File: src/acsd_pkg.sv
package acsd_pkg;

  // bus clock and derived counts
  localparam int unsigned CLK_PERIOD_PS  = 8000;
  localparam int unsigned SRST_TIME_NS   = 128;
  localparam int unsigned SRST_CYCLES    = (SRST_TIME_NS * 1000 + CLK_PERIOD_PS - 1) / CLK_PERIOD_PS;

  // register indices; byte address is four times the index
  localparam logic [7:0] IDX_SOFT_RESET  = 8'h00;
  localparam logic [7:0] IDX_DLL_CTRL    = 8'h52;
  localparam logic [7:0] IDX_ORIGIN      = 8'h53;
  localparam logic [7:0] IDX_DEC_PHASE   = 8'h64;
  localparam logic [7:0] IDX_PLL_OUT     = 8'h6d;
  localparam logic [7:0] IDX_STATUS      = 8'h70;
  localparam logic [7:0] IDX_NONE        = 8'hff;

  // dll_clock_control fields
  localparam int unsigned DLL_EN_BIT     = 0;
  localparam int unsigned LOOP_OUT_BIT   = 1;
  localparam int unsigned PHASE_LSB      = 2;
  localparam int unsigned DUTY_BIT       = 5;
  localparam int unsigned DLL_RST_BIT    = 6;
  localparam logic [7:0]  DLL_CTRL_MASK  = 8'h7f;
  localparam logic [7:0]  DLL_CTRL_RST   = 8'h40;

  // clock_origin_control, pll output and soft reset fields
  localparam int unsigned ORIGIN_BIT     = 0;
  localparam int unsigned DECIM_BIT      = 1;
  localparam logic [1:0]  ORIGIN_RST     = 2'h0;
  localparam logic [2:0]  DEC_PHASE_RST  = 3'h0;
  localparam int unsigned PLL_GATE_BIT   = 0;
  localparam logic        PLL_GATE_RST   = 1'b0;
  localparam int unsigned SRST_BIT       = 0;

  // loop lock: input rising edges seen after reset release
  localparam logic [2:0]  LOCK_EDGES     = 3'h4;

  // bus encodings
  localparam logic [1:0]  HTRANS_NONSEQ  = 2'h2;
  localparam logic [2:0]  HSIZE_WORD     = 3'h2;

  typedef enum logic [1:0] {
    SRC_IN   = 2'h0,
    SRC_LOOP = 2'h1,
    SRC_PLL  = 2'h2,
    SRC_DEC  = 2'h3
  } acsd_src_e;

  typedef enum logic [2:0] {
    SW_RUN  = 3'h1,
    SW_SWAP = 3'h2,
    SW_ARM  = 3'h4
  } acsd_sw_state_e;

endpackage

File: src/acsd_reg_if.sv
`timescale 1ns/10ps
interface acsd_reg_if;
  logic       wr_en;
  logic [7:0] idx;
  logic [7:0] wdata;
  logic [7:0] rdata;

  modport slave (output wr_en, output idx, output wdata, input rdata);
  modport regs  (input wr_en, input idx, input wdata, output rdata);
endinterface

File: src/acsd_ahb_slave.sv
`timescale 1ns/10ps
module acsd_ahb_slave (
  input  wire logic        hclk,
  input  wire logic        hresetn,
  input  wire logic        hsel,
  input  wire logic [31:0] haddr,
  input  wire logic [1:0]  htrans,
  input  wire logic        hwrite,
  input  wire logic [2:0]  hsize,
  input  wire logic [31:0] hwdata,
  input  wire logic        hready,
  output logic             hreadyout,
  output logic [31:0]      hrdata,
  acsd_reg_if.slave        rif
);

  logic       hit;
  logic       rd_q;
  logic       wr_q;
  logic [7:0] idx_q;

  assign hit = hsel && htrans[1] && hready;

  always_ff @(posedge hclk or negedge hresetn)
  begin
    if (!hresetn)
    begin
      rd_q  <= 1'b0;
      wr_q  <= 1'b0;
      idx_q <= acsd_pkg::IDX_NONE;
    end
    else if (hit)
    begin
      rd_q  <= !hwrite;
      wr_q  <= hwrite && (hsize == acsd_pkg::HSIZE_WORD);
      idx_q <= (haddr[31:10] == 22'h00_0000 && haddr[1:0] == 2'h0) ? haddr[9:2] : acsd_pkg::IDX_NONE;
    end
    else
    begin
      rd_q <= 1'b0;
      wr_q <= 1'b0;
    end
  end

  // one wait state on reads keeps read data coming from a flop
  always_ff @(posedge hclk or negedge hresetn)
  begin
    if (!hresetn)
      hrdata <= 32'h0000_0000;
    else if (rd_q)
      hrdata <= {24'h00_0000, rif.rdata};
  end

  assign hreadyout = !rd_q;
  assign rif.wr_en = wr_q;
  assign rif.idx   = idx_q;
  assign rif.wdata = hwdata[7:0];

endmodule // acsd_ahb_slave

File: src/acsd_clk_switch.sv
`timescale 1ns/10ps
module acsd_clk_switch (
  input  wire logic              clk,
  input  wire logic              rst_n,
  input  wire logic [3:0]        src,
  input  acsd_pkg::acsd_src_e    sel,
  output logic                   clk_out_q,
  output logic                   busy
);

  acsd_pkg::acsd_sw_state_e state_q;
  acsd_pkg::acsd_src_e      cur_q;

  // leave a source only while it is low and join the next one only while
  // it is low, so no shortened pulse escapes; a source stuck high stalls here
  always_ff @(posedge clk or negedge rst_n)
  begin
    if (!rst_n)
    begin
      state_q <= acsd_pkg::SW_RUN;
      cur_q   <= acsd_pkg::SRC_IN;
    end
    else
    begin
      case (state_q)
        acsd_pkg::SW_RUN:
        begin
          if (sel != cur_q && !src[cur_q])
            state_q <= acsd_pkg::SW_SWAP;
        end
        acsd_pkg::SW_SWAP:
        begin
          cur_q   <= sel;
          state_q <= acsd_pkg::SW_ARM;
        end
        acsd_pkg::SW_ARM:
        begin
          if (!src[cur_q])
            state_q <= acsd_pkg::SW_RUN;
        end
        default: state_q <= acsd_pkg::SW_RUN;
      endcase
    end
  end

  always_ff @(posedge clk or negedge rst_n)
  begin
    if (!rst_n)
      clk_out_q <= 1'b0;
    else
      clk_out_q <= (state_q == acsd_pkg::SW_RUN) && src[cur_q];
  end

  assign busy = (state_q != acsd_pkg::SW_RUN);
endmodule // acsd_clk_switch

File: src/acsd_clock_ctrl.sv
// Decided for this implementation: the AHB-Lite register port.
`timescale 1ns/10ps
module acsd_clock_ctrl (
  input  wire logic        hclk,
  input  wire logic        hresetn,
  input  wire logic        hsel,
  input  wire logic [31:0] haddr,
  input  wire logic [1:0]  htrans,
  input  wire logic        hwrite,
  input  wire logic [2:0]  hsize,
  input  wire logic [31:0] hwdata,
  input  wire logic        hready,
  output logic             hreadyout,
  output logic             hresp,
  output logic [31:0]      hrdata,
  input  wire logic        in_clk_buf,
  input  wire logic        pll_clk,
  input  wire logic        decim_clk,
  output logic             core_sample_clk,
  output logic             output_data_clock,
  output logic             dll_in_reset,
  output logic             pll_clock_on
);

  acsd_reg_if rif ();

  logic                wr;
  logic                ctrl_wr;
  logic                orig_wr;
  logic                srst_go;
  logic [7:0]          dll_ctrl_q;
  logic [1:0]          origin_q;
  logic [2:0]          dec_phase_q;
  logic                pll_gate_q;
  logic [4:0]          srst_cnt_q;
  logic                dll_en;
  logic                loop_output_clock_on;
  logic [2:0]          output_phase_delay_sel;
  logic                duty_fix_en;
  logic                dll_rst_c;
  logic                in_q;
  logic                in_rise;
  logic [2:0]          lock_cnt_q;
  logic                locked;
  logic [7:0]          per_cnt_q;
  logic [7:0]          period_q;
  logic                duty_clk_q;
  logic                duty_cycle_correction;
  logic                pll_gated;
  logic [7:0]          dll_dl_q;
  logic [7:0]          dec_dl_q;
  logic                dll_dly;
  logic                dec_dly;
  logic                loop_path;
  acsd_pkg::acsd_src_e core_sel;
  acsd_pkg::acsd_src_e odc_sel;
  logic                core_busy;
  logic                odc_busy;
  logic [7:0]          rdata_c;

  acsd_ahb_slave u_slave (
    .hclk      (hclk),
    .hresetn   (hresetn),
    .hsel      (hsel),
    .haddr     (haddr),
    .htrans    (htrans),
    .hwrite    (hwrite),
    .hsize     (hsize),
    .hwdata    (hwdata),
    .hready    (hready),
    .hreadyout (hreadyout),
    .hrdata    (hrdata),
    .rif       (rif)
  );

  assign hresp = 1'b0;

  assign wr      = rif.wr_en;
  assign ctrl_wr = wr && (rif.idx == acsd_pkg::IDX_DLL_CTRL);
  assign orig_wr = wr && (rif.idx == acsd_pkg::IDX_ORIGIN);
  assign srst_go = wr && (rif.idx == acsd_pkg::IDX_SOFT_RESET) && rif.wdata[acsd_pkg::SRST_BIT];

  assign dll_en                 = dll_ctrl_q[acsd_pkg::DLL_EN_BIT];
  assign loop_output_clock_on   = dll_ctrl_q[acsd_pkg::LOOP_OUT_BIT];
  assign output_phase_delay_sel = dll_ctrl_q[acsd_pkg::PHASE_LSB +: 3];
  assign duty_fix_en            = dll_ctrl_q[acsd_pkg::DUTY_BIT];

  // software write wins, then the soft-reset set, then the self-clear
  always_ff @(posedge hclk or negedge hresetn)
  begin
    if (!hresetn)
      dll_ctrl_q <= acsd_pkg::DLL_CTRL_RST;
    else if (ctrl_wr)
      dll_ctrl_q <= rif.wdata & acsd_pkg::DLL_CTRL_MASK;
    else if (srst_go && dll_en)
      dll_ctrl_q[acsd_pkg::DLL_RST_BIT] <= 1'b1;
    else if (srst_cnt_q == 5'h01)
      dll_ctrl_q[acsd_pkg::DLL_RST_BIT] <= 1'b0;
  end

  always_ff @(posedge hclk or negedge hresetn)
  begin
    if (!hresetn)
      srst_cnt_q <= 5'h00;
    else if (srst_go && dll_en)
      srst_cnt_q <= 5'(acsd_pkg::SRST_CYCLES);
    else if (srst_cnt_q != 5'h00)
      srst_cnt_q <= srst_cnt_q - 5'h01;
  end

  always_ff @(posedge hclk or negedge hresetn)
  begin
    if (!hresetn)
    begin
      origin_q    <= acsd_pkg::ORIGIN_RST;
      dec_phase_q <= acsd_pkg::DEC_PHASE_RST;
      pll_gate_q  <= acsd_pkg::PLL_GATE_RST;
    end
    else if (orig_wr)
      origin_q <= rif.wdata[1:0];
    else if (wr && rif.idx == acsd_pkg::IDX_DEC_PHASE)
      dec_phase_q <= rif.wdata[2:0];
    else if (wr && rif.idx == acsd_pkg::IDX_PLL_OUT)
      pll_gate_q <= rif.wdata[acsd_pkg::PLL_GATE_BIT];
  end

  assign dll_rst_c = dll_ctrl_q[acsd_pkg::DLL_RST_BIT] || !dll_en;

  always_ff @(posedge hclk or negedge hresetn)
  begin
    if (!hresetn)
      dll_in_reset <= 1'b1;
    else
      dll_in_reset <= dll_rst_c;
  end

  always_ff @(posedge hclk or negedge hresetn)
  begin
    if (!hresetn)
      pll_clock_on <= 1'b0;
    else
      pll_clock_on <= origin_q[acsd_pkg::ORIGIN_BIT] && pll_gate_q;
  end

  always_ff @(posedge hclk or negedge hresetn)
  begin
    if (!hresetn)
      in_q <= 1'b0;
    else
      in_q <= in_clk_buf;
  end

  assign in_rise = in_clk_buf && !in_q;

  always_ff @(posedge hclk or negedge hresetn)
  begin
    if (!hresetn)
      lock_cnt_q <= 3'h0;
    else if (dll_rst_c)
      lock_cnt_q <= 3'h0;
    else if (in_rise && lock_cnt_q != acsd_pkg::LOCK_EDGES)
      lock_cnt_q <= lock_cnt_q + 3'h1;
  end

  assign locked = (lock_cnt_q == acsd_pkg::LOCK_EDGES);

  // period measured in bus clocks; coarse, fine only for slow input clocks
  always_ff @(posedge hclk or negedge hresetn)
  begin
    if (!hresetn)
    begin
      per_cnt_q <= 8'h00;
      period_q  <= 8'h00;
    end
    else if (in_rise)
    begin
      per_cnt_q <= 8'h01;
      period_q  <= per_cnt_q;
    end
    else if (per_cnt_q != 8'hff)
      per_cnt_q <= per_cnt_q + 8'h01;
  end

  // rising edge follows the input, falling edge placed at half period
  always_ff @(posedge hclk or negedge hresetn)
  begin
    if (!hresetn)
      duty_clk_q <= 1'b0;
    else if (in_rise)
      duty_clk_q <= 1'b1;
    else if (per_cnt_q >= {1'b0, period_q[7:1]})
      duty_clk_q <= 1'b0;
  end

  assign duty_cycle_correction = dll_en && duty_fix_en && locked && !dll_rst_c
                                 && !origin_q[acsd_pkg::ORIGIN_BIT];

  assign pll_gated = pll_clk && pll_gate_q;

  always_ff @(posedge hclk or negedge hresetn)
  begin
    if (!hresetn)
    begin
      dll_dl_q <= 8'h00;
      dec_dl_q <= 8'h00;
    end
    else
    begin
      dll_dl_q <= {dll_dl_q[6:0], duty_cycle_correction ? (duty_clk_q || in_rise) : in_clk_buf};
      dec_dl_q <= {dec_dl_q[6:0], decim_clk};
    end
  end

  assign dll_dly = dll_dl_q[output_phase_delay_sel];
  assign dec_dly = dec_dl_q[dec_phase_q];

  assign loop_path = dll_en && loop_output_clock_on && locked && !dll_rst_c;

  always_comb
  begin
    if (origin_q[acsd_pkg::ORIGIN_BIT])
      core_sel = acsd_pkg::SRC_PLL;
    else if (duty_cycle_correction)
      core_sel = acsd_pkg::SRC_LOOP;
    else
      core_sel = acsd_pkg::SRC_IN;
  end

  always_comb
  begin
    if (origin_q[acsd_pkg::DECIM_BIT])
      odc_sel = acsd_pkg::SRC_DEC;
    else if (origin_q[acsd_pkg::ORIGIN_BIT])
      odc_sel = acsd_pkg::SRC_PLL;
    else if (loop_path)
      odc_sel = acsd_pkg::SRC_LOOP;
    else
      odc_sel = acsd_pkg::SRC_IN;
  end

  acsd_clk_switch u_core_sw (
    .clk       (hclk),
    .rst_n     (hresetn),
    .src       ({1'b0, pll_gated, duty_clk_q || in_rise, in_clk_buf}),
    .sel       (core_sel),
    .clk_out_q (core_sample_clk),
    .busy      (core_busy)
  );

  acsd_clk_switch u_odc_sw (
    .clk       (hclk),
    .rst_n     (hresetn),
    .src       ({dec_dly, core_sample_clk, dll_dly, in_clk_buf}),
    .sel       (odc_sel),
    .clk_out_q (output_data_clock),
    .busy      (odc_busy)
  );

  always_comb
  begin
    if (rif.idx == acsd_pkg::IDX_DLL_CTRL)
      rdata_c = dll_ctrl_q;
    else if (rif.idx == acsd_pkg::IDX_ORIGIN)
      rdata_c = {6'h00, origin_q};
    else if (rif.idx == acsd_pkg::IDX_DEC_PHASE)
      rdata_c = {5'h00, dec_phase_q};
    else if (rif.idx == acsd_pkg::IDX_PLL_OUT)
      rdata_c = {7'h00, pll_gate_q};
    else if (rif.idx == acsd_pkg::IDX_STATUS)
      rdata_c = {3'h0, duty_cycle_correction, odc_busy, core_busy, dll_rst_c, locked};
    else
      rdata_c = 8'h00;
  end

  assign rif.rdata = rdata_c;
endmodule // acsd_clock_ctrl

File: config.mk
export PLATFORM = sky130hd
export DESIGN_NAME = acsd_clock_ctrl
export DESIGN_NICKNAME = d
export VERILOG_FILES = /design/src/acsd_pkg.sv /design/src/acsd_reg_if.sv /design/src/acsd_ahb_slave.sv /design/src/acsd_clk_switch.sv /design/src/acsd_clock_ctrl.sv
export SDC_FILE = /design/constraint.sdc
export NUM_CORES = 1
export LEC_CHECK = 0
export BUFFER_PORTS_ARGS = -buffer_cell sky130_fd_sc_hd__buf_2
export CAP_MARGIN = 20
export CORE_MARGIN = 5
export CORE_UTILIZATION = 40
export DETAILED_ROUTE_END_ITERATION = 8
export PLACE_DENSITY = 0.66
export SLEW_MARGIN = 20
export SYNTH_ARGS = -nofsm -noshare
export SYNTH_HDL_FRONTEND = slang
export SYNTH_SLANG_ARGS = --single-unit
File: constraint.sdc
create_clock -name hclk -period 2.05 [get_ports hclk]
set_input_delay 0.205 -clock hclk [delete_from_list [all_inputs] [get_ports hclk]]
set_output_delay 0.205 -clock hclk [all_outputs]
set_load 0.01 [all_outputs]
* After elaboration in Yosys (flattened, before gate mapping)
Index checks and enable logic that the tools add are counted.
** Operators by class
- Add/subtract/negate cells :: 3
- Multiply operators :: 0
- Divide/modulo/power cells :: 0
- $lt $le $gt $ge :: 5
- Equal/unequal tests :: 24
- Shift-type cells :: 0
- Mux-type cells :: 39
- Bitwise logic cells :: 2
- Reduce and logical (&&, ||, !) cells :: 49
** Operators by type and width (number)
- $eq 8x7->1 const B :: 5
- $mux 5 :: 6
- $logic_and 1x1->1 :: 26
- $mux 8 :: 3
- $logic_not 22->1 :: 1
- $mux 3 :: 6
- $pmux 3 s3 :: 2
- $mux 1 :: 14
- $eq 3x2->1 const B :: 3
- $eq 3x3->1 const B :: 3
- $add 8x1->8 const B :: 1
- $ge 8x7->1 :: 1
- $logic_not 1->1 :: 8
- $logic_not 8->1 :: 1
- $lt 3x4->1 const B :: 2
- $ne 8x8->1 const B :: 1
- $reduce_bool 2->1 :: 4
- $mux 7 :: 1
- $bmux 1 s3 :: 2
- $eq 3x1->1 const B :: 2
- $lt 2x3->1 const B :: 2
- $mux 2 :: 3
- $ne 3x1->1 const B :: 2
- $reduce_and 2->1 :: 3
- 14 further kinds :: 20
** Word-level totals
- Bits in registers :: 87
- Bits in latches :: 0
- RAM bits :: 0
- ROM bits :: 0
- Input bits :: 77
- Output and inout port bits :: 38
- Logic and storage cells :: 147
- Memories kept :: 0

* Logic depth before layout (Yosys ltp)
Gate-level depths: netlist of run 1.
- Word-level depth :: 11
- Depth in mapped cells :: 8
- Gate-level depth less buffers :: 8

* By module
Synthesis of run 1 repeated with hierarchy kept, for this count alone.
** Unflattened totals
- Cells, all modules :: 377
- Area total of the unflattened synthesis :: 4297.9 um^2
** Modules (own cells, without submodules)
- acsd_clock_ctrl :: times used 1, cells an instance 241, area an instance 2730.1 um^2, sequential area each 1403.8 um^2
- acsd_ahb_slave :: times used 1, cells an instance 100, area an instance 1027.2 um^2, sequential area each 460.4 um^2
- acsd_clk_switch :: times used 2, cells an instance 18, area an instance 270.3 um^2, sequential area each 151.4 um^2

* Worst setup path after synthesis of run 1
OpenSTA, ideal clock, no wires.
- Kind :: register -> register
- From :: reg u_slave.idx_q[5] (netlist: u_slave.rif.idx[5])
- To :: reg dec_phase_q[0]
- Setup time :: 125 ps
- Arrival time :: 1616 ps
- Required time :: 1925 ps
- Slack :: 309 ps
- Cell stages (with the launch flop) :: 6
- Buffers on the path :: 0
- Clock period less this slack :: 1741 ps
- Cells stage by stage :: dfstp_2 -> nand3b_1 -> nor3b_2 -> nand3b_1 -> nor3_2 -> mux2_2
** Between the ends
- Longest elaborated chain between the ends :: 4
- Elaborated cells between the ends (all ways) :: 6
- Those cells by class :: eq/ne: 2; bitwise: 1; reduce/logical: 3
** RTL lines
- start: declaration :: line acsd_ahb_slave.sv:20 : logic [7:0] idx_q;
- start signal: assignment :: line acsd_ahb_slave.sv:30 : idx_q <= acsd_pkg::IDX_NONE;
- start signal: assignment :: line acsd_ahb_slave.sv:36 : idx_q <= (haddr[31:10] == 22'h00_0000 && haddr[1:0] == 2'h0) ? haddr[9:2] : acsd_pkg::IDX_NONE;
- $eq 8x7->1 :: line acsd_clock_ctrl.sv:80 : assign orig_wr = wr && (rif.idx == acsd_pkg::IDX_ORIGIN);
- $logic_and 1x1->1 :: line acsd_clock_ctrl.sv:80
- $not 1->1 (no source line)
- $reduce_and 2->1 (no source line) *
- end signal: assignment :: line acsd_clock_ctrl.sv:116 : dec_phase_q <= acsd_pkg::DEC_PHASE_RST;
- end signal: assignment :: line acsd_clock_ctrl.sv:122 : dec_phase_q <= rif.wdata[2:0];
- end: declaration :: line acsd_clock_ctrl.sv:33 : logic [2:0] dec_phase_q;
Every way passes the cells marked *; elsewhere a longest branch is shown, timed or not.
A chain may end at the register's enable or synchronous reset.

* Worst setup path in the final report of run 1
- From :: reg dec_phase_q[0]
- To :: reg u_odc_sw.state_q[0]
** Between the ends
- Longest elaborated chain between the ends :: 8
- Elaborated cells between the ends (all ways) :: 9
- Those cells by class :: eq/ne: 2; mux: 4; reduce/logical: 3
** RTL lines
- $bmux 1 s3 * :: line acsd_clock_ctrl.sv:215 : assign dec_dly = dec_dl_q[dec_phase_q];
- $mux 1 (implied by the code) * :: line acsd_clock_ctrl.sv:215
- $bmux 1 s2 * :: line acsd_clk_switch.sv:28, acsd_clk_switch.sv:38
- $mux 1 (implied by the code) * :: line acsd_clk_switch.sv:28, acsd_clk_switch.sv:38
- $logic_not 1->1
- $logic_and 1x1->1 :: line acsd_clk_switch.sv:28 : if (sel != cur_q && !src[cur_q])
- $ne 2x1->1 (no source line)
- $reduce_and 2->1 (no source line) *
- end signal: assignment :: line acsd_clk_switch.sv:29 : state_q <= acsd_pkg::SW_SWAP;
- end signal: assignment :: line acsd_clk_switch.sv:34 : state_q <= acsd_pkg::SW_ARM;
- end signal: assignment :: line acsd_clk_switch.sv:39 : state_q <= acsd_pkg::SW_RUN;
- end: declaration :: line acsd_clk_switch.sv:11 : acsd_pkg::acsd_sw_state_e state_q;
Every way passes the cells marked *; elsewhere a longest branch is shown, timed or not. The select of a mux whose other input is x is not followed.

==> results of run 1 <==
==> where the power goes <==
group / leakage [nW] / switching (W) / internal, W
clock network: 0.0872 / 0.000556 / 0.000469
registers: 1.04 / 0.000254 / 0.00197
logic: 1.06 / 0.000510 / 0.000477
total: 2.19 / 0.00132 / 0.00292
==> final cells by class <==
| type | count | area [um2] |
|---|---|---|
| well taps | 136 | 170 |
| repair buffers | 73 | 415 |
| fillers | 979 | 5530 |
| inverters | 15 | 56.3 |
| multi-input cells | 274 | 1800 |
| clock buffers | 13 | 149 |
| flip-flops and latches | 85 | 2140 |
| clock inverters | 3 | 15.0 |
==> cell families after synthesis <==
family | synth area share (%)
adders and majority gates | 3.89
and+or+nand+nor | 17.6
AOI/OAI and AO/OA | 10.2
xor gates and xnor gates | 1.68
DFF | 51.2
other | 0.0897
muxes | 7.42
buffers and inverters | 7.93
==> worst max-delay path, cell delays in order (launching register included) <==
cell     delay, ps
dfrtp_1        420
mux4_1         580
mux2i_1        230
a21oi_1        120
nor2_2         150
nor3b_2        200
nor2_1          70
==> stage by stage <==
step	hold slack, ps	util (%)
after detailed placement	236	44.3
after floorplan	-90.6	-
after global placement	234	44.3
after global routing	17.0	46.2
after CTS	17.1	46.2
final	41.7	46.2
==> layer usage <==
layer / up-vias / track usage [%]
met5: - / 0
met4: 0 / 4.09
met2: 51 / 22.8
met1: 1409 / 17.5
li1: 1450 / -
met3: 10 / 3.77
==> how the worst max path moves through the flow <==
stage,startpoint,end,cells after the start,slack (ps)
after global placement,dec_phase_q[0],u_odc_sw.state_q[0],6,250
after detailed placement,dec_phase_q[0],u_odc_sw.state_q[0],6,210
final,dec_phase_q[0],u_odc_sw.state_q[0],6,210
after CTS,per_cnt_q[0],duty_clk_q,8,200
after floorplan,u_slave.rif.idx[5],dec_phase_q[0],5,310
after global routing,per_cnt_q[1],per_cnt_q[5],7,50
==> registers in the layout (all words and copies together), names as in the netlist, 2 cells and up <==
register           flops
dec_dl_q               8
dll_dl_q               8
per_cnt_q              8
u_slave.rif.idx        8
dll_ctrl_q             7
period_q               7
u_slave.hrdata         7
srst_cnt_q             5
dec_phase_q            3
lock_cnt_q             3
u_core_sw.state_q      3
u_odc_sw.state_q       3
origin_q               2
u_core_sw.cur_q        2
u_odc_sw.cur_q         2
==> cell usage in the layout (no fill, tap or decap), types with 4 or more instances in the layout <==
cell	n
mux2_2	15
o21ai_0	13
a21oi_1	22
nor2_1	50
nand2_1	27
nor4_1	6
mux2i_1	4
a22o_1	4
dfrtp_1	73
clkbuf_8	10
nand3_1	4
nand2b_1	5
nand3b_1	4
inv_1	15
conb_1	26
ha_1	13
buf_2	61
nor3_1	6
xnor2_1	5
buf_4	8
nor2b_1	6
a31oi_1	5
dfstp_2	12
and3_1	4
==> what timing repair did <==
item,in CTS,in global routing
hold endpoints to repair,36,0
gates resized for setup,0,0
buffers inserted,0,0
hold buffers,3,0
==> metrics.md, run 1 <==
| Metric | Value |
|---|---|
| Critical Path RT | 2330 ps |
| Pwr/cell area | 892 nW/um2 |
| Placer Congestion | 0.769 |
| Reg2reg end | u_odc_sw.state_q[0] |
| Crit. End Element | register |
| Hold path cells | 1 |
| Critical path class | reg -> reg |
| Post-route ant nets | 0 |
| Setup-failing EPs final | 0 |
| Placement Cell Area | 4560 um2 |
| Die Height | 112 um |
| H-tree Lvls | 3 |
| Total power | 0.00424 W |
| Uppermost layer routed | met4 |
| Minimum clock period | 1840 ps |
| Worst r2r src | dec_phase_q[0] |
| Routed wire length on met3 | 375 um |
| Initial antenna violation count | 0 |
| Yosys warnings | 0 |
| Vias in the first global route | 2974 |
| Fin nets | 548 |
| Synthesis-to-finish area growth | 13.6% |
| Largest net degree at the start of global routing | 42 |
| Worst-path fanout max | 4 |
| Final Max Slew Viols | 0 |
| Max-cap violations | 0 |
| Worst Hold Class | in -> reg |
| Latest clock arrival within the worst-skew pair | 350 ps |
| DRT Wirelength | 8140 um |
| Clk buf depth | 2 |
| DR pass1 iterations | 4 |
| Synthesized cell area | 4180 um2 |
| Total track usage | 13.7% |
| Routed len/inst | 13.6 um |
| Global-route wire length before repair | 14100 um |
| Clock transition at the registers of the reported paths | 80 ps |
| TritonCTS Sinks | 85 |
| Avg Cell Area, Syn | 10.8 um2 |
| Final hold violations | 0 |
| CTS tree | built |
| TNS Setup | 0 ps |
| Core area | 10300 um2 |
| Area contributors post-synth | dfrtp_1 44%, dfstp_2 7.5%, buf_4 4.7% |
| Setup WS pre-CTS | 206 ps |
| Ys async rst share | 100% |
| Initial core utilization | 40.7% |
| Most frequent cell after synthesis | dfrtp_1 |
| Cts bufs inserted | 9 |
| Reg2reg path depth | 6 |
| Layout Cells excl Fill | 599 |
| HP Start | in_clk_buf |
| Met2 wire length | 3990 um |
| Final worst slack | 214 ps |
| Post-synthesis cell type count | 58 |
| # diodes | 0 |
| Die Wd | 112 um |
| Post-synth EDFFs | 0 |
| M1 WL | 3660 um |
| Top_reg_cell synth | dfrtp_1 |
| Worst Skew | 10.3 ps |
| # rows | 37 |
| Port-buffer cells | 62 |
| RSZ-0062 raised after global routing | no |
| Placed Cells | 580 |
| Synth Instances | 386 |
| Drt drc | 0 |
| Leakage | 2.19 nW |
| Outcome | finished clean |
| Worst Hold End | in_q |
| Share of the synthesized area in the top cell type | 43.7% |
| First DRT Iteration DRCs | 138 |
| Critical Path AT | 2110 ps |
| Clock Tree Root | clkbuf_8 |
| Setup slack, reg-to-reg | 210 ps |
| IO Count | 115 |
| Worst slew margin | 64.1% |
| Max IR drop VDD | 0.000445 V |
| Max frequency | 545 MHz |
| Post-DP HPWL | 6050 um |
| Final period util | 89.5% |
| Layout cell share with drive strength beyond 1 | 26.1% |
| Worst setup SP type | register |
| Yosys reg bits | 85 |
| Die area | 12600 um2 |
| Leading area contributor after synthesis | dfrtp_1 |
| Synth top cells by count | 73 x dfrtp_1, 50 x nor2_1, 27 x nand2_1 |
| Total congestion overflow | 0 |
| Final instance area | 4750 um2 |
| Seq/Total Area, Yosys | 51.2% |
| Slew @ Worst Pin | 538 ps |
| DR vias | 2920 |
| Vias/cell | 4.87 |
No activity file was read; power rests on OpenSTA's default activity.
==> run 2: changes to the inputs <==
--- a/config.mk
+++ b/config.mk
@@ -9,6 +9,7 @@
 export CAP_MARGIN = 20
 export CORE_MARGIN = 5
 export CORE_UTILIZATION = 40
+export CTS_BUF_LIST = sky130_fd_sc_hd__clkbuf_2
 export DETAILED_ROUTE_END_ITERATION = 8
 export PLACE_DENSITY = 0.66
 export SLEW_MARGIN = 20
==> run 2 against run 1 <==
  * Largest power group unchanged
  * Non-clock buffer count increased by 18
  * Setup slack got worse by 23 ps
  * Critical path depth increased by 2
  * Critical endpoint is now duty_clk_q
  * Total power decreased by 6.9%
  * Sequential share of layout area decreased by 0.89 points
  * Critical path type unchanged
==> metrics.md, run 2 (synthesis gave the netlist of run 1 again) <==
| Metric | Value |
|---|---|
| Synthesis-to-finish area growth | 15.9% |
| Placement Cell Area | 4560 um2 (unchanged) |
| Total congestion overflow | 0 (unchanged) |
| Clk buf depth | 2 (unchanged) |
| Clock Tree Root | clkbuf_2 |
| Largest net degree at the start of global routing | 42 (unchanged) |
| Resize count post-CTS | 0 (unchanged) |
| Most frequent cells in the layout | 73 x dfrtp_1, 61 x buf_2, 50 x nor2_1 |
| Critical Path RT | 2490 ps (+160 ps) |
| Worst Hold Class | in -> reg |
| Critical path class | reg -> reg |
| Reg2reg end | duty_clk_q |
| Setup slack, reg-to-reg | 190 ps (-20 ps) |
| Post-route ant nets | 0 (unchanged) |
| Hold slack | 134 ps (+91.8 ps) |
| Post-DP HPWL | 6050 um (unchanged) |
| Setup bufs post-CTS | 0 (unchanged) |
| First DRT Iteration DRCs | 139 (+0.72%) |
| Cts bufs inserted | 9 (unchanged) |
| Clock transition at the registers of the reported paths | 210 ps (+130 ps) |
| Setup WS pre-CTS | 206 ps (unchanged) |
| # rows | 37 (unchanged) |
| Pwr/cell area | 814 nW/um2 (-8.8%) |
| CTS tree | built |
| Hold-fix buffers at CTS | 21 (+18) |
| Placed Cells | 580 (unchanged) |
| Worst Hold End | u_core_sw.clk_out_q |
| Worst setup SP type | register |
| Minimum clock period | 1860 ps (+22.8 ps) |
| Port-buffer cells | 62 (unchanged) |
| Commonest non-fill, non-tap cell in the layout | dfrtp_1 |
| Initial antenna violation count | 0 (unchanged) |
| Final instance area | 4840 um2 (+2.0%) |
| Outcome | finished clean |
| DR vias | 3005 (+2.9%) |
| Die Wd | 112 um (unchanged) |
| Latest clock arrival within the worst-skew pair | 530 ps (+180 ps) |
| Final hold violations | 0 (unchanged) |
| Fin nets | 566 (+3.3%) |
| Leakage | 2.25 nW (+2.4%) |
| Die Height | 112 um (unchanged) |
| Vias in the first global route | 3033 (+2.0%) |
| Worst r2r src | per_cnt_q[0] |
| Final Max Slew Viols | 0 (unchanged) |
| Initial core utilization | 40.7% (unchanged) |
| Max IR drop VDD | 0.000484 V (+8.8%) |
| Worst Skew | 27.7 ps (+17.4 ps) |
| Reg2reg path depth | 8 (+2) |
| Die area | 12600 um2 (unchanged) |
| Setup-failing EPs final | 0 (unchanged) |
| Worst slew margin | 63.2% (-0.89 points) |
| Total track usage | 14.0% (+0.32 points) |
| Layout cell share with drive strength beyond 1 | 25.6% (-0.56 points) |
| Routed len/inst | 13.7 um (+0.72%) |
| Layout Cells excl Fill | 617 (+3.0%) |
| Hold path cells | 4 (+3) |
| Final worst slack | 191 ps (-22.8 ps) |
| TritonCTS Sinks | 85 (unchanged) |
| Worst-path fanout max | 4 (unchanged) |
| Final period util | 90.7% (+1.1 points) |
| Core area | 10300 um2 (unchanged) |
| Vias/cell | 4.87 (about the same) |
| RSZ-0062 raised after global routing | no |
| DR pass1 iterations | 4 (unchanged) |
| # diodes | 0 (unchanged) |
| Critical Path AT | 2290 ps (+180 ps) |
| Global-route wire length before repair | 14500 um (+2.4%) |
| Crit. End Element | register |
| Placer Congestion | 0.769 (unchanged) |
| H-tree Lvls | 3 (unchanged) |
| Max-cap violations | 0 (unchanged) |
| TNS Setup | 0 ps (unchanged) |
| Max frequency | 538 MHz (-1.2%) |
| DRT Wirelength | 8440 um (+3.7%) |
| Drt drc | 0 (unchanged) |
| HP Start | pll_clk |
| Slew @ Worst Pin | 552 ps (+13.4 ps) |
| IO Count | 115 (unchanged) |
-- run 2: cell types whose count changed in the layout (fill, tap and decap cells not counted), sizes merged --
cell	previous run	this run
clkinv	3	4
clkbuf	13	12
dlygate4sd3	3	21
-- run 2: per-layer routing --
layer / global-route usage, % / up-vias / routed length (um)
met5: 0 / - / 0
met4: 3.93 / 0 / 138
met3: 4.47 / 11 / 407
met2: 22.6 / 66 / 4060
met1: 18.2 / 1440 / 3840
li1: - / 1488 / -
-- run 2: how the worst max path moves through the flow --
stage,slack (ps),endpoint,startpoint
floorplan,310,dec_phase_q[0],u_slave.rif.idx[5]
global placement,250,u_odc_sw.state_q[0],dec_phase_q[0]
detailed placement,210,u_odc_sw.state_q[0],dec_phase_q[0]
CTS,150,duty_clk_q,per_cnt_q[0]
global route,1,per_cnt_q[5],per_cnt_q[1]
finish,190,duty_clk_q,per_cnt_q[0]
-- run 2: critical path, cell delays in order, from the launching register on --
cell      delay (ps)
dfrtp_1          460
inv_1             60
ha_1             280
nand2b_1         150
a21o_1           180
a21o_1           170
a211oi_1         230
o21ai_0          130
o211ai_1         110
-- run 2: layout make-up --
type                    instances  area [um2]
fillers                       984        5430
flip-flops and latches         85        2140
multi-input cells             274        1800
repair buffers                 91         596
well taps                     136         170
clock buffers                  12        60.1
inverters                      15        56.3
clock inverters                 4        18.8
-- run 2: power by group --
| part | switching, W | internal [W] |
|---|---|---|
| sequential | 0.000254 | 0.00197 |
| clock | 0.000539 | 0.000166 |
| combinational | 0.000516 | 0.000498 |
| total | 0.00131 | 0.00263 |
-- run 2: through the flow --
step,utilization (%),total power [W]
after global placement,44.3,0.00320
after CTS,47.1,0.00401
final,47.1,0.00394
after global routing,47.1,0.00426
after detailed placement,44.3,0.00325
after floorplan,-,0.00304
==> run 3: changes to the inputs <==
--- a/config.mk
+++ b/config.mk
@@ -7,6 +7,7 @@
 export LEC_CHECK = 0
 export BUFFER_PORTS_ARGS = -buffer_cell sky130_fd_sc_hd__buf_2
 export CAP_MARGIN = 20
+export CORE_ASPECT_RATIO = 1.1
 export CORE_MARGIN = 5
 export CORE_UTILIZATION = 40
 export CTS_BUF_LIST = sky130_fd_sc_hd__clkbuf_2
==> run 3 against run 2 <==
  * First-iteration DRC count down 4.3%
  * Critical path type unchanged
  * Combinational power is 4% higher
  * Critical path depth shrank 2
  * Final cell count grew 1.3%
  * Core utilization grew 1.2 points
  * Largest power group unchanged
==> metrics.md, run 3 (synthesis gave the netlist of run 1 again) <==
| Metric | Value |
|---|---|
| Clock transition at the registers of the reported paths | 230 ps (+20 ps) |
| Clk buf depth | 2 (unchanged) |
| Initial antenna violation count | 0 (unchanged) |
| Total power | 0.00449 W (+14%) |
| Latest clock arrival within the worst-skew pair | 530 ps (about the same) |
| H-tree Lvls | 3 (unchanged) |
| DR pass1 iterations | 4 (unchanged) |
| Clock Tree Root | clkbuf_2 |
| Final hold violations | 0 (unchanged) |
| Worst slew margin | 63.8% (+0.62 points) |
| Post-DP HPWL | 6100 um (+0.92%) |
| Critical Path AT | 2370 ps (+80 ps) |
| Net Sw Frac | 30.2% (-3.1 points) |
| Largest net degree at the start of global routing | 45 (+7.1%) |
| Most frequent cells in the layout | 73 x dfrtp_1, 61 x buf_2, 50 x nor2_1 |
| Vias in the first global route | 2959 (-2.4%) |
| Worst Skew | 37.6 ps (+9.89 ps) |
| Total congestion overflow | 0 (unchanged) |
| Layout cell share with drive strength beyond 1 | 26.1% (+0.57 points) |
| Switching pwr | 0.00135 W (+3.3%) |
| CP endpoint | u_odc_sw.state_q[0] |
| Final Max Slew Viols | 0 (unchanged) |
| Final core occ | 48.3% (+1.2 points) |
| IO Count | 115 (unchanged) |
| # rows | 39 (+5.4%) |
| Reg2reg end | u_odc_sw.state_q[0] |
| Post-route ant nets | 0 (unchanged) |
| Cts bufs inserted | 9 (unchanged) |
| Minimum clock period | 1890 ps (+28.6 ps) |
| Outcome | finished clean |
| Die area | 12600 um2 (about the same) |
| Initial core utilization | 40.6% (-0.074 points) |
| Setup bufs post-CTS | 0 (unchanged) |
| CTS tree | built |
| Routed len/inst | 13.4 um (-2.2%) |
| Filler instances | 960 (-2.4%) |
| Drt drc | 0 (unchanged) |
| Commonest non-fill, non-tap cell in the layout | dfrtp_1 |
| Critical Path RT | 2530 ps (+40 ps) |
| Fin nets | 567 (+0.18%) |
| Max-cap violations | 0 (unchanged) |
| Worst-path fanout max | 4 (unchanged) |
| Worst setup SP type | register |
| Gate power share | 23.4% (-2.3 points) |
| Synthesis-to-finish area growth | 18.9% |
| Setup slack, reg-to-reg | 160 ps (-30 ps) |
| Setup-failing EPs final | 0 (unchanged) |
| Crit. End Element | register |
| Max IR drop VDD | 0.000431 V (-11%) |
| Reg2reg path depth | 6 (-2) |
| Worst r2r src | dec_phase_q[0] |
| P_int | 0.00313 W (+19%) |
| Die Wd | 107 um (-4.2%) |
| DR vias | 2956 (-1.6%) |
| Leakage | 2.30 nW (+2.3%) |
| Port-buffer cells | 62 (unchanged) |
| Area of the multi-input gates | 1810 um2 (+0.42%) |
| RSZ-0062 raised after global routing | no |
| Core area | 10300 um2 (+0.18%) |
| FF/Latch Area | 2140 um2 (unchanged) |
| TNS Setup | 0 ps (unchanged) |
| TritonCTS Sinks | 85 (unchanged) |
| Global-route wire length before repair | 13900 um (-3.7%) |
| Total track usage | 13.8% (-0.20 points) |
| Placer Congestion | 0.780 (+1.5%) |
| Worst setup path startpoint | dec_phase_q[0] |
| Die Height | 117 um (+4.4%) |
| Clock share of power | 27.2% (+9.3 points) |
| DRT Wirelength | 8360 um (-0.97%) |
| Vias/cell | 4.73 (-2.9%) |
| Max frequency | 530 MHz (-1.5%) |
| Sequential Power Share | 49.4% (-7.0 points) |
| Worst Hold Class | in -> async |
| Slew @ Worst Pin | 543 ps (-9.26 ps) |
| Pwr/cell area | 902 nW/um2 (+11%) |
| Final period util | 92.1% (+1.4 points) |
| First DRT Iteration DRCs | 133 (-4.3%) |
| # diodes | 0 (unchanged) |
| Critical path class | reg -> reg |
## run 3: final cells by class
cell class / instances / area share, %
sequential: 85 / 43.1
multi-input combinational: 274 / 36.4
timing repair buffer: 92 / 12.1
tap: 143 / 3.60
clock inverter: 6 / 2.69
inverter: 15 / 1.13
clock buffer: 10 / 1.01
## run 3: per-stage QoR
step | area (um2) | hold slack (ps) | setup WS, ps | std cells
after detailed placement | 4570 | 94.6 | 162 | 588
after CTS | 4970 | 36.0 | 114 | 625
after global placement | 4570 | 88.6 | 248 | 588
after global routing | 4970 | 37.9 | 11.8 | 625
final | 4970 | 46.4 | 163 | 625
after floorplan | 4280 | -90.6 | 309 | 411
## run 3: worst min path at each step
stage | startpoint | end | slack (ps) | depth (start not counted)
global placement | hresetn | dec_dl_q[0] | 90 | 1
CTS | hresetn | period_q[5] | 40 | 2
floorplan | hresetn | dec_dl_q[0] | -90 | 0
global route | hresetn | period_q[4] | 40 | 2
finish | hresetn | period_q[5] | 50 | 2
detailed placement | hresetn | dec_dl_q[0] | 90 | 1
## run 3: power groups by stage
stage | clock network, W | registers (W) | logic, W
global placement | 0 | 0.00223 | 0.000985
floorplan | 0 | 0.00218 | 0.000857
detailed placement | 0 | 0.00225 | 0.00102
global route | 0.00133 | 0.00227 | 0.00121
CTS | 0.00125 | 0.00222 | 0.00106
finish | 0.00122 | 0.00222 | 0.00105
## run 3: per-layer routing
layer | vias to the layer above | GRT usage, % | wire length, um
met4 | 0 | 3.96 | 119
li1 | 1483 | - | -
met5 | - | 0 | 0
met3 | 11 | 3.29 | 328
met2 | 48 | 22.9 | 4200
met1 | 1414 | 18.2 | 3710
## run 3: timing repair
action / CTS / global route
endpoints found under the setup margin: 0 / 1
hold buffers: 21 / 0
resized for setup: 0 / 1
hold endpoints to repair: 99 / 0
## run 3: critical path: stages, from the launching register on
cell	delay (ps)
dfrtp_1	470
mux4_1	570
mux2i_1	230
a21oi_1	120
nor2_2	160
nor3b_2	230
nor2_1	80
